[src/shared/twm_pkg.sv]
/*
  Constants, register map and mode encoding for the timer waveform block.
  Assumes an APB slave with 32-bit data, one aligned word per register.
*/
package twm_pkg;
  // register byte addresses
  localparam logic [7:0] OFF_CTRL_A = 8'hB0;
  localparam logic [7:0] OFF_CTRL_B = 8'hB4;
  localparam logic [7:0] OFF_CMP_A = 8'hB8;
  localparam logic [7:0] OFF_CMP_B = 8'hBC;
  localparam logic [7:0] OFF_STATUS = 8'hC0;
  localparam logic [7:0] OFF_PORT = 8'hC4;
  // reset values, masks and counter limits
  localparam logic [7:0] RST_CTRL = 8'h00;
  localparam logic [7:0] RST_CMP = 8'h00;
  localparam logic [3:0] RST_PORT = 4'h0;
  localparam logic [7:0] CTRL_A_MASK = 8'hF3;
  localparam logic [7:0] CTRL_B_MASK = 8'h09;
  localparam logic [7:0] MAX_VAL = 8'hFF;
  localparam logic [7:0] BOTTOM_VAL = 8'h00;
  // field positions
  localparam int ACT_A_LO = 6;
  localparam int ACT_B_LO = 4;
  localparam int MODE_HI_BIT = 3;
  localparam int RUN_BIT = 0;
  localparam int OVF_BIT = 8;
  localparam int UP_BIT = 9;
  localparam int DIR_A_BIT = 0;
  localparam int DIR_B_BIT = 1;
  localparam int DATA_A_BIT = 2;
  localparam int DATA_B_BIT = 3;

  typedef enum logic [2:0] {
    MODE_NORMAL = 3'b000,
    MODE_PHASE_FF = 3'b001,
    MODE_MATCH = 3'b010,
    MODE_FAST_FF = 3'b011,
    MODE_RSV4 = 3'b100,
    MODE_PHASE_A = 3'b101,
    MODE_RSV6 = 3'b110,
    MODE_FAST_A = 3'b111
  } twm_mode_type;
endpackage

[src/twm_core.sv]
/*
  8-bit timer with two compare output channels, control register A and
  the mode and run bits of control register B, reached over APB.
  Assumes pclk is the timer clock and the bus master follows APB.
*/
// Behaviour
// - nonzero A action drives pin A, except PWM code 1 without high bit
// - pin driver enabled only by direction bit
// - non-PWM A: off, toggle, clear, set
// - PWM A code 1: toggle only with high bit
// - fast PWM A: match clear/set, opposite at bottom
// - phase PWM A: up match one, down other
// - fast: compare equals TOP ignores clear/set match
// - phase: compare equals TOP acts at TOP
// - nonzero B action drives pin B
// - non-PWM B: off, toggle, clear, set
// - fast PWM B: code 1 reserved, else A
// - phase PWM B: code 1 reserved, else A
// - control A bits 3:2 read zero
// - three mode bits pick sequence, TOP, waveform
// - modes 0,2 immediate update, overflow at MAX
// - phase/fast update points, TOP sources, reserved modes
`timescale 1ns/1ps
module twm_core (
  input wire logic pclk,
  input wire logic presetn,
  input wire logic psel,
  input wire logic penable,
  input wire logic pwrite,
  input wire logic [7:0] paddr,
  input wire logic [31:0] pwdata,
  output logic [31:0] prdata,
  output logic pready,
  output logic pslverr,
  output logic pin_a_out,
  output logic pin_a_oe,
  output logic pin_b_out,
  output logic pin_b_oe
);
  logic [7:0] control_a;
  logic [7:0] control_b;
  logic [7:0] compare_value_a;
  logic [7:0] compare_value_b;
  logic [7:0] live_a;
  logic [7:0] live_b;
  logic [7:0] count;
  logic [3:0] port_ctl;
  logic overflow_flag;
  logic count_up;
  logic oc_a;
  logic oc_b;
  logic mapped;
  logic wr;
  logic [31:0] next_prdata;
  logic [1:0] act_a;
  logic [1:0] act_b;
  twm_pkg::twm_mode_type mode;
  logic is_fast;
  logic is_phase;
  logic is_pwm;
  logic tick;
  logic [7:0] top;
  logic at_top;
  logic at_bot;
  logic ovf_evt;
  logic upd_evt;
  logic match_a;
  logic match_b;
  logic a_linked;

  assign act_a = control_a[twm_pkg::ACT_A_LO +: 2];
  assign act_b = control_a[twm_pkg::ACT_B_LO +: 2];
  assign mode = twm_pkg::twm_mode_type'({control_b[twm_pkg::MODE_HI_BIT], control_a[1:0]});
  assign is_fast = (mode == twm_pkg::MODE_FAST_FF) || (mode == twm_pkg::MODE_FAST_A);
  assign is_phase = (mode == twm_pkg::MODE_PHASE_FF) || (mode == twm_pkg::MODE_PHASE_A);
  assign is_pwm = is_fast || is_phase;
  // reserved modes hold the counter still
  assign tick = control_b[twm_pkg::RUN_BIT] && (mode != twm_pkg::MODE_RSV4)
    && (mode != twm_pkg::MODE_RSV6);
  // TOP from compare A in modes 2, 5 and 7
  assign top = (mode == twm_pkg::MODE_MATCH || mode == twm_pkg::MODE_PHASE_A
    || mode == twm_pkg::MODE_FAST_A) ? live_a : twm_pkg::MAX_VAL;
  assign at_top = (count == top);
  assign at_bot = (count == twm_pkg::BOTTOM_VAL);
  assign match_a = (count == live_a);
  assign match_b = (count == live_b);

  always_comb begin
    if (mode == twm_pkg::MODE_FAST_A) begin
      ovf_evt = at_top;
    end else if (is_phase) begin
      ovf_evt = at_bot && !count_up;
    end else begin
      ovf_evt = (count == twm_pkg::MAX_VAL);
    end
  end
  // buffered compare values reload at TOP for both PWM kinds, so fast
  // PWM sees the new value from BOTTOM on
  assign upd_evt = tick && is_pwm && at_top;

  // APB slave, zero wait states
  assign wr = psel && penable && pwrite;
  assign pready = 1'b1;
  assign pslverr = psel && penable && !mapped;

  always_comb begin
    mapped = 1'b1;
    next_prdata = 32'h0000_0000;
    if (paddr == twm_pkg::OFF_CTRL_A) begin
      next_prdata[7:0] = control_a & twm_pkg::CTRL_A_MASK;
    end else if (paddr == twm_pkg::OFF_CTRL_B) begin
      next_prdata[7:0] = control_b;
    end else if (paddr == twm_pkg::OFF_CMP_A) begin
      next_prdata[7:0] = compare_value_a;
    end else if (paddr == twm_pkg::OFF_CMP_B) begin
      next_prdata[7:0] = compare_value_b;
    end else if (paddr == twm_pkg::OFF_STATUS) begin
      next_prdata[7:0] = count;
      next_prdata[twm_pkg::OVF_BIT] = overflow_flag;
      next_prdata[twm_pkg::UP_BIT] = count_up;
    end else if (paddr == twm_pkg::OFF_PORT) begin
      next_prdata[3:0] = port_ctl;
    end else begin
      mapped = 1'b0;
    end
  end

  // read data is latched in the setup cycle and stands through access
  always_ff @(posedge pclk or negedge presetn) begin
    if (!presetn) begin
      prdata <= 32'h0000_0000;
    end else if (psel && !penable && !pwrite) begin
      prdata <= next_prdata;
    end
  end

  always_ff @(posedge pclk or negedge presetn) begin
    if (!presetn) begin
      control_a <= twm_pkg::RST_CTRL;
      control_b <= twm_pkg::RST_CTRL;
      compare_value_a <= twm_pkg::RST_CMP;
      compare_value_b <= twm_pkg::RST_CMP;
      port_ctl <= twm_pkg::RST_PORT;
    end else if (wr) begin
      if (paddr == twm_pkg::OFF_CTRL_A) begin
        control_a <= pwdata[7:0] & twm_pkg::CTRL_A_MASK;
      end else if (paddr == twm_pkg::OFF_CTRL_B) begin
        control_b <= pwdata[7:0] & twm_pkg::CTRL_B_MASK;
      end else if (paddr == twm_pkg::OFF_CMP_A) begin
        compare_value_a <= pwdata[7:0];
      end else if (paddr == twm_pkg::OFF_CMP_B) begin
        compare_value_b <= pwdata[7:0];
      end else if (paddr == twm_pkg::OFF_PORT) begin
        port_ctl <= pwdata[3:0];
      end
    end
  end

  // live compare values: immediate outside PWM, else at the update point
  always_ff @(posedge pclk or negedge presetn) begin
    if (!presetn) begin
      live_a <= twm_pkg::RST_CMP;
      live_b <= twm_pkg::RST_CMP;
    end else if (!is_pwm) begin
      live_a <= compare_value_a;
      live_b <= compare_value_b;
    end else if (upd_evt) begin
      live_a <= compare_value_a;
      live_b <= compare_value_b;
    end
  end

  // counter and direction
  always_ff @(posedge pclk or negedge presetn) begin
    if (!presetn) begin
      count <= twm_pkg::BOTTOM_VAL;
      count_up <= 1'b1;
    end else if (tick) begin
      if (is_phase) begin
        if (count_up && at_top) begin
          count <= count - 8'h01;
          count_up <= 1'b0;
        end else if (!count_up && at_bot) begin
          count <= count + 8'h01;
          count_up <= 1'b1;
        end else if (count_up) begin
          count <= count + 8'h01;
        end else begin
          count <= count - 8'h01;
        end
      end else begin
        count <= at_top ? twm_pkg::BOTTOM_VAL : count + 8'h01;
        count_up <= 1'b1;
      end
    end
  end

  // set wins over a write-one clear in the same cycle
  always_ff @(posedge pclk or negedge presetn) begin
    if (!presetn) begin
      overflow_flag <= 1'b0;
    end else if (tick && ovf_evt) begin
      overflow_flag <= 1'b1;
    end else if (wr && paddr == twm_pkg::OFF_STATUS && pwdata[twm_pkg::OVF_BIT]) begin
      overflow_flag <= 1'b0;
    end
  end

  // next level of one compare output; code 1 in PWM toggles only for
  // channel A with the high mode bit, channel B treats it as reserved
  function automatic logic oc_next(input logic cur, input logic [1:0] act,
    input logic match, input logic top_eq, input logic chan_a);
    logic r;
    r = cur;
    if (!is_pwm) begin
      if (match && act == 2'b01) begin
        r = !cur;
      end else if (match && act[1]) begin
        r = act[0];
      end
    end else if (act == 2'b01) begin
      if (chan_a && mode[2] && match) begin
        r = !cur;
      end
    end else if (act[1] && is_fast) begin
      if (match && !top_eq) begin
        r = act[0];
      end else if (at_bot) begin
        r = !act[0];
      end
    end else if (act[1]) begin
      if (top_eq) begin
        if (at_top) begin
          r = !act[0];
        end
      end else if (match) begin
        r = count_up ? act[0] : !act[0];
      end
    end
    return r;
  endfunction

  always_ff @(posedge pclk or negedge presetn) begin
    if (!presetn) begin
      oc_a <= 1'b0;
      oc_b <= 1'b0;
    end else if (tick) begin
      oc_a <= oc_next(oc_a, act_a, match_a, live_a == top, 1'b1);
      oc_b <= oc_next(oc_b, act_b, match_b, live_b == top, 1'b0);
    end
  end

  // compare output replaces the port data whenever an action is chosen
  // code 1 in PWM without the high mode bit leaves pin A to the port
  assign a_linked = (act_a != 2'b00) && !(is_pwm && act_a == 2'b01 && !mode[2]);
  assign pin_a_out = a_linked ? oc_a : port_ctl[twm_pkg::DATA_A_BIT];
  assign pin_b_out = (act_b != 2'b00) ? oc_b : port_ctl[twm_pkg::DATA_B_BIT];
  assign pin_a_oe = port_ctl[twm_pkg::DIR_A_BIT];
  assign pin_b_oe = port_ctl[twm_pkg::DIR_B_BIT];
endmodule

[config.mk]
export PLATFORM = sky130hd
export DESIGN_NAME = twm_core
export DESIGN_NICKNAME = d
export VERILOG_FILES = /design/src/shared/twm_pkg.sv /design/src/twm_core.sv
export SDC_FILE = /design/constraint.sdc
export NUM_CORES = 1
export LEC_CHECK = 0
export BUFFER_PORTS_ARGS = -buffer_cell sky130_fd_sc_hd__buf_2
export CAP_MARGIN = 20
export CORE_MARGIN = 5
export CORE_UTILIZATION = 36
export CTS_BUF_LIST = sky130_fd_sc_hd__clkbuf_16
export CTS_CLUSTER_SIZE = 24
export DETAILED_ROUTE_END_ITERATION = 7
export PLACE_DENSITY = 0.68
export SYNTH_ARGS = -nofsm -noshare
export SYNTH_HDL_FRONTEND = slang
export SYNTH_SLANG_ARGS = --single-unit
[constraint.sdc]
create_clock -name pclk -period 2.5 [get_ports pclk]
set_clock_uncertainty 0.05 [all_clocks]
set_input_delay 0.5 -clock pclk [delete_from_list [all_inputs] [get_ports pclk]]
set_output_delay 0.5 -clock pclk [all_outputs]
set_load 0.02 [all_outputs]
== Word level (Yosys, flattened, before mapping) ==
Index checks and enable logic that the tools add are counted.

* Logic and storage cells: 170
* Input port bits: 45
* Output and inout port bits: 38
* Register bits: 66

* Reductions and logical operators: 57
* Equality and inequality tests: 33
* Add/sub/neg operators: 2
* Bitwise logic cells: 4
* Multiplexer cells: 61

{| class="wikitable"
|+ Operators with widths
! kind !! count
|-
| 8-bit two-way mux || 14
|-
| 8-bit equality test (second input constant) || 7
|-
| 8-bit equality test || 5
|-
| 1-bit two-way mux || 40
|-
| 1-bit logical AND || 26
|-
| 7-bit AND reduction || 2
|-
| 1-bit zero test || 12
|-
| 8-bit by 1-bit adder with 8-bit output (second input constant) || 1
|-
| 8-bit zero test || 1
|-
| 2-bit two-way mux || 4
|-
| 4-bit two-way mux || 2
|-
| 4-bit by 3-bit != test with 1-bit output (second input constant) || 2
|-
| 8-bit by 1-bit subtractor with 8-bit output (second input constant) || 1
|-
| 3-bit by 2-bit equality test with 1-bit output (second input constant) || 2
|-
| 3-bit equality test (second input constant) || 2
|-
| 6-bit two-way mux || 1
|-
| 3-bit by 2-bit != test with 1-bit output (second input constant) || 2
|-
| 3-bit != test (second input constant) || 2
|-
| 6-bit AND reduction || 1
|-
| 2-bit nonzero test || 3
|-
| 3-bit nonzero test || 2
|-
| 1-bit logical OR || 5
|-
| 5-bit by 1-bit != test with 1-bit output (second input constant) || 1
|-
| 5-bit by 3-bit != test with 1-bit output (second input constant) || 1
|-
| other kinds (13) || 18
|}

== Longest topological paths before layout ==
* Depth after elaboration: 11
* Gate-level depth with buffers: 12
* Depth with buffers taken out: 10

== Least setup slack after synthesis ==
No wires, ideal clock.

* Path kind: register to register
* Start: reg count[0]
* End: reg count[2]
* Required time: 2.324 ns
* Path buffers: 1
* Period minus slack after synthesis: 2.505 ns
* Path slack: -0.005 ns
* Data arrival time: 2.329 ns
* Stages on the path, launching flop included: 12
* Setup time: 0.126 ns
* Cell sequence: dfrtp_1 -> clkbuf_1 -> inv_1 -> ha_1 -> nor3b_2 -> nand2_1 -> or3_1 -> nor2_1 -> a21oi_2 -> mux2i_1 -> nor4_1 -> a311o_1

* Word-level cells in the longest chain between the ends: 5
* Elaborated cells between the ends (all ways): 11
* Classes of those cells: add/sub: 2; eq/ne: 1; mux: 5; reduce/logical: 3

{| class="wikitable"
|+ Ends and longest elaborated chain
! what !! RTL line !! text
|-
| start, declared || twm_core.sv:46 || <nowiki>logic [7:0] count;</nowiki>
|-
| start signal, assigned || twm_core.sv:176 || <nowiki>count <= twm_pkg::BOTTOM_VAL;</nowiki>
|-
| start signal, assigned || twm_core.sv:181 || <nowiki>count <= count - 8'h01;</nowiki>
|-
| start signal, assigned || twm_core.sv:184 || <nowiki>count <= count + 8'h01;</nowiki>
|-
| 8-bit by 1-bit subtractor with 8-bit output, or another cell as far along || twm_core.sv:181, twm_core.sv:189 ||
|-
| 8-bit two-way mux / 1-bit logical AND (equally long branches) || twm_core.sv:186, twm_core.sv:183 ||
|-
| 8-bit two-way mux || twm_core.sv:183 || <nowiki>end else if (!count_up && at_bot) begin</nowiki>
|-
| 8-bit two-way mux || twm_core.sv:180 || <nowiki>if (count_up && at_top) begin</nowiki>
|-
| 8-bit two-way mux * || twm_core.sv:179 || <nowiki>if (is_phase) begin</nowiki>
|}

Mark *: on every way between the ends. The rest lies on a longest branch, timed or not.
A chain may end at the register's enable or synchronous reset.

== Worst setup path after layout ==
* Start: reg control_a[0]
* End: reg count[6]

* Word-level cells in the longest chain between the ends: 8
* Elaborated cells between the ends (all ways): 17
* Classes of those cells: eq/ne: 7; mux: 4; reduce/logical: 6

{| class="wikitable"
|+ Ends and longest elaborated chain
! what !! RTL line !! text
|-
| start, declared || twm_core.sv:40 || <nowiki>logic [7:0] control_a;</nowiki>
|-
| start signal, assigned || twm_core.sv:139 || <nowiki>control_a <= twm_pkg::RST_CTRL;</nowiki>
|-
| start signal, assigned || twm_core.sv:146 || <nowiki>control_a <= pwdata[7:0] & twm_pkg::CTRL_A_MASK;</nowiki>
|-
| 3-bit by 2-bit equality test with 1-bit output / 3-bit equality test (equally long branches) || twm_core.sv:81, twm_core.sv:75 ||
|-
| 1-bit logical OR || twm_core.sv:81 || <nowiki>assign top = (mode == twm_pkg::MODE_MATCH || mode == twm_pkg::MODE_PHASE_A</nowiki>
|-
| 1-bit logical OR || twm_core.sv:82 || <nowiki>|| mode == twm_pkg::MODE_FAST_A) ? live_a : twm_pkg::MAX_VAL;</nowiki>
|-
| 8-bit two-way mux || twm_core.sv:82 ||
|-
| 8-bit equality test || twm_core.sv:83 || <nowiki>assign at_top = (count == top);</nowiki>
|-
| 1-bit logical AND || twm_core.sv:180 ||
|-
| 8-bit two-way mux || twm_core.sv:180 ||
|-
| 8-bit two-way mux || twm_core.sv:179 ||
|-
| end signal, assigned || twm_core.sv:181 ||
|-
| end signal, assigned || twm_core.sv:184 ||
|-
| end signal, assigned || twm_core.sv:187 || <nowiki>count <= count + 8'h01;</nowiki>
|}

Parallel ways exist; a longest one is shown, timed or not.

==> results.md <==
* Status: complete, but fails checks
* Failing checks: setup timing
* Number of synthesized flops with an enable pin at 0
* Crit end category: flop
* Latest clock arrival within the worst-skew pair at 330 ps
* Ys flop type: dfrtp_1
* TritonCTS buffer count at 9
* GR Layer Usage met1 at 23.64%
* Mapped cell area at 4359 um2
* Global placement routability congestion at 0.9206
* Layout area overhead at 26.72%
* Final Max Tran Viols at 0
* Layout Nets at 604
* CTS clk-pin slew, worst paths at 50 ps
* Die H at 120.0 um
* Initial DRC count at roughly 270
* Xor and xnor fraction of the mapped netlist area at 3.215%
* HP Class: input pin to asynchronous set/reset pin
* Post-synthesis adder-cell area fraction at 0.5741%
* Share of cells above drive strength 1 at roughly a third
* Aggregate global-route resource usage at 18.20%
* Post-route non-filler standard cell count at roughly 700
* Largest net degree at the start of global routing at 28
* Critical path type: flop to flop
* Placed insts at between 600 and 700
* Worst VDD drop at 0.0004078 V
* Finish-stage setup viols at 3
* Hpwl dp at 9.356 mm
* Row count at 40
* H-Tree Depth at 3
* Starting Density at 36.44%
* Post-Place Setup Slack at -150.9 ps
* Synth unique cells at 63
* Hold Buf Count CTS at 0
* Clk root buf: clkbuf_16
* DRC violations left at 0
* RSZ-0062 raised after global routing: true
* Dominant cells by area after synthesis: dfrtp_1, mux2_2, buf_4
* Vias in the first global route at 3968
* Via-per-instance ratio at 5.636
* Fin crit share at 101.4%
* Port-buffer cells at 36
* First-pass GRT wire length at roughly 21 mm
* Simple-Gate Fraction of Synth Area at 17.88%
* Worst Path Required at about 2700 ps
* Synth top area share at 37.31%
* Synth Warn # at 0
* Drt total wl at 12.98 mm
* Via count at 3996
* Number of max-cap violations at 0
* Pwr Total at about 3.4 mW
* Inserted Diodes at 0
* Post-synthesis sequential area ratio at a little under two fifths
* Top Usage Layer GRT: met2
* Yosys reg bits at 66
* Deepest clock path buffer count at 2
* Core ar. at 11960 um2
* Crit path launch type: flop
* Area leader, netlist: dfrtp_1
* Achievable Freq at 394.7 MHz
* Antenna-violating nets left at 0
* Compound-Gate Fraction of Synth Area at roughly 17%
* Grt met3 use at 3.770%
* First drt pass iteration count at 6
* Fin Setup TNS at -60.07 ps
* Endpoints failing hold at 0
* PD cells at around 610 nW/um2
* Met2 Resource Use GR at 29.93%
* Post-synthesis area per instance at 9.139 um2
* Initial antenna violation count at 0
* CTS tree: built
* Routed length per instance at approximately 18 um
* Io pins at 83
* Setup ws final at -33.81 ps
* WP data arrival at approximately 2800 ps
* FFs w/ async S/R, synth at 100.0%
* Die area at between 10000 and 15000 um2
* Worst rel slew slack at about 59%
* Cell count after synthesis at 477
* Tmin final at 2534 ps
* Critical-path maximum fanout at 7
* Die W at 120.0 um
* Multiplexer area fraction after synthesis at 14.47%
* GRT overflow at 0
* Main combinational cell family by area after synthesis: simple AND/OR/NAND/NOR gates
* Slew @ Worst Pin at 615.0 ps
* CTS sink cnt at 66
* LEAKAGE at 2.539 nW
timing repair:
action,4_1_cts,5_1_grt
setup endpoints to repair,7,9
setup buffers,2,7
gates cloned,0,1
gates resized for setup,15,26
pin swaps,11,13
metrics by stage:
stage          utilization, %  hold slack (ps)  area, um2
2_1_floorplan               -            154.4       4444
3_3_place_gp            41.34            428.9       4945
3_5_place_dp            41.34            440.4       4945
4_1_cts                 44.71            89.33       5348
5_1_grt                 46.18            99.96       5524
6_report                46.18            71.26       5524
critical path: stages, from the launching register on:
cell      delay (ps)
dfrtp_2          440
buf_6            130
or3b_4           430
and3_4           200
o211ai_4         340
buf_6            190
mux2i_2          220
a21oi_2           90
o31ai_1          250
a31o_1           130
synth_stat cells, types with 9 or more instances:
library cell  instances
nor2_1               26
mux2_2               33
dfrtp_1              65
mux2i_1               9
buf_4                25
o21ai_0              25
nand2_1              38
nor4_1                9
clkbuf_1             18
xnor2_1              10
nand4_1              12
inv_1                14
nand3_1              15
mux2_1               15
nand2b_1             13
a21oi_1              27
o21ai_1               9
nor3_1                9
a31oi_1              11
registers in the layout, summed over array words and instances (netlist names), 2 cells and up:
name	flops
live_b	8
control_b	2
count	8
port_ctl	4
control_a	6
compare_value_a	8
prdata	10
compare_value_b	8
live_a	8
placed cells by master, fill, tap and decap left out, drive strengths merged, types with 6 or more instances in the layout:
cell    count
a211oi      6
xnor2      10
nand4      12
nand3      15
buf       103
mux2       48
conb       23
nand2      39
and3        6
a22oi       6
inv        16
xor2        6
dfrtp      65
nand2b     13
a31oi      11
nor3       10
nor4       10
a21oi      28
clkbuf      9
and2        6
nor2       26
mux2i       9
o21ai      35
cells by family (layout without fill, tap and decap cells):
logic type	count (synthesis)	in the layout
AND/OR/NAND/NOR	149	149
other	2	23
adder cells (fa/ha/maj)	2	2
flip-flops	66	66
XOR/XNOR	16	16
buffers and inverters	69	133
AO/OA/AOI/OAI	116	116
multiplexers	57	57
per-layer routing:
metal / part of all wire (%) / vias up
li1: - / 1848
met1: 43 / 1968
met2: 49 / 153
met3: 6.2 / 27
met4: 2.2 / 0
met5: 0 / -
power breakdown:
group	internal (mW)	total (mW)	switching, mW	leakage (nW)
combinational	0.350	0.775	0.424	1.50
clock	0.881	1.38	0.499	0.160
sequential	1.13	1.22	0.0869	0.879
total	2.36	3.37	1.01	2.54
layout make-up:
| cell class | count | area, um2 |
|---|---|---|
| flip-flops and latches | 66 | 1655 |
| repair buffers | 103 | 715.7 |
| clock inverters | 7 | 100.1 |
| inverters | 14 | 52.55 |
| well taps | 147 | 183.9 |
| multi-input cells | 363 | 2591 |
| clock buffers | 9 | 225.2 |
| fillers | 1103 | 6437 |
path summary, 6_finish.rpt:
| check | start | end | slack (ps) | cells after the start |
|---|---|---|---|---|
| min in group pclk | pwdata[2] | compare_value_a[2] | 370 | 2 |
| worst max-delay path | control_a[0] | count[6] | -30 | 9 |
| worst min-delay path | presetn | count[3] | 70 | 1 |
| worst max register to register | control_a[0] | count[6] | -30 | 9 |
| max in group asynchronous | presetn | port_ctl[2] | 1610 | 2 |
| worst min register to register | prdata[0] | prdata[0] | 450 | 1 |
Note: power is estimated with default switching activity, not from simulation.
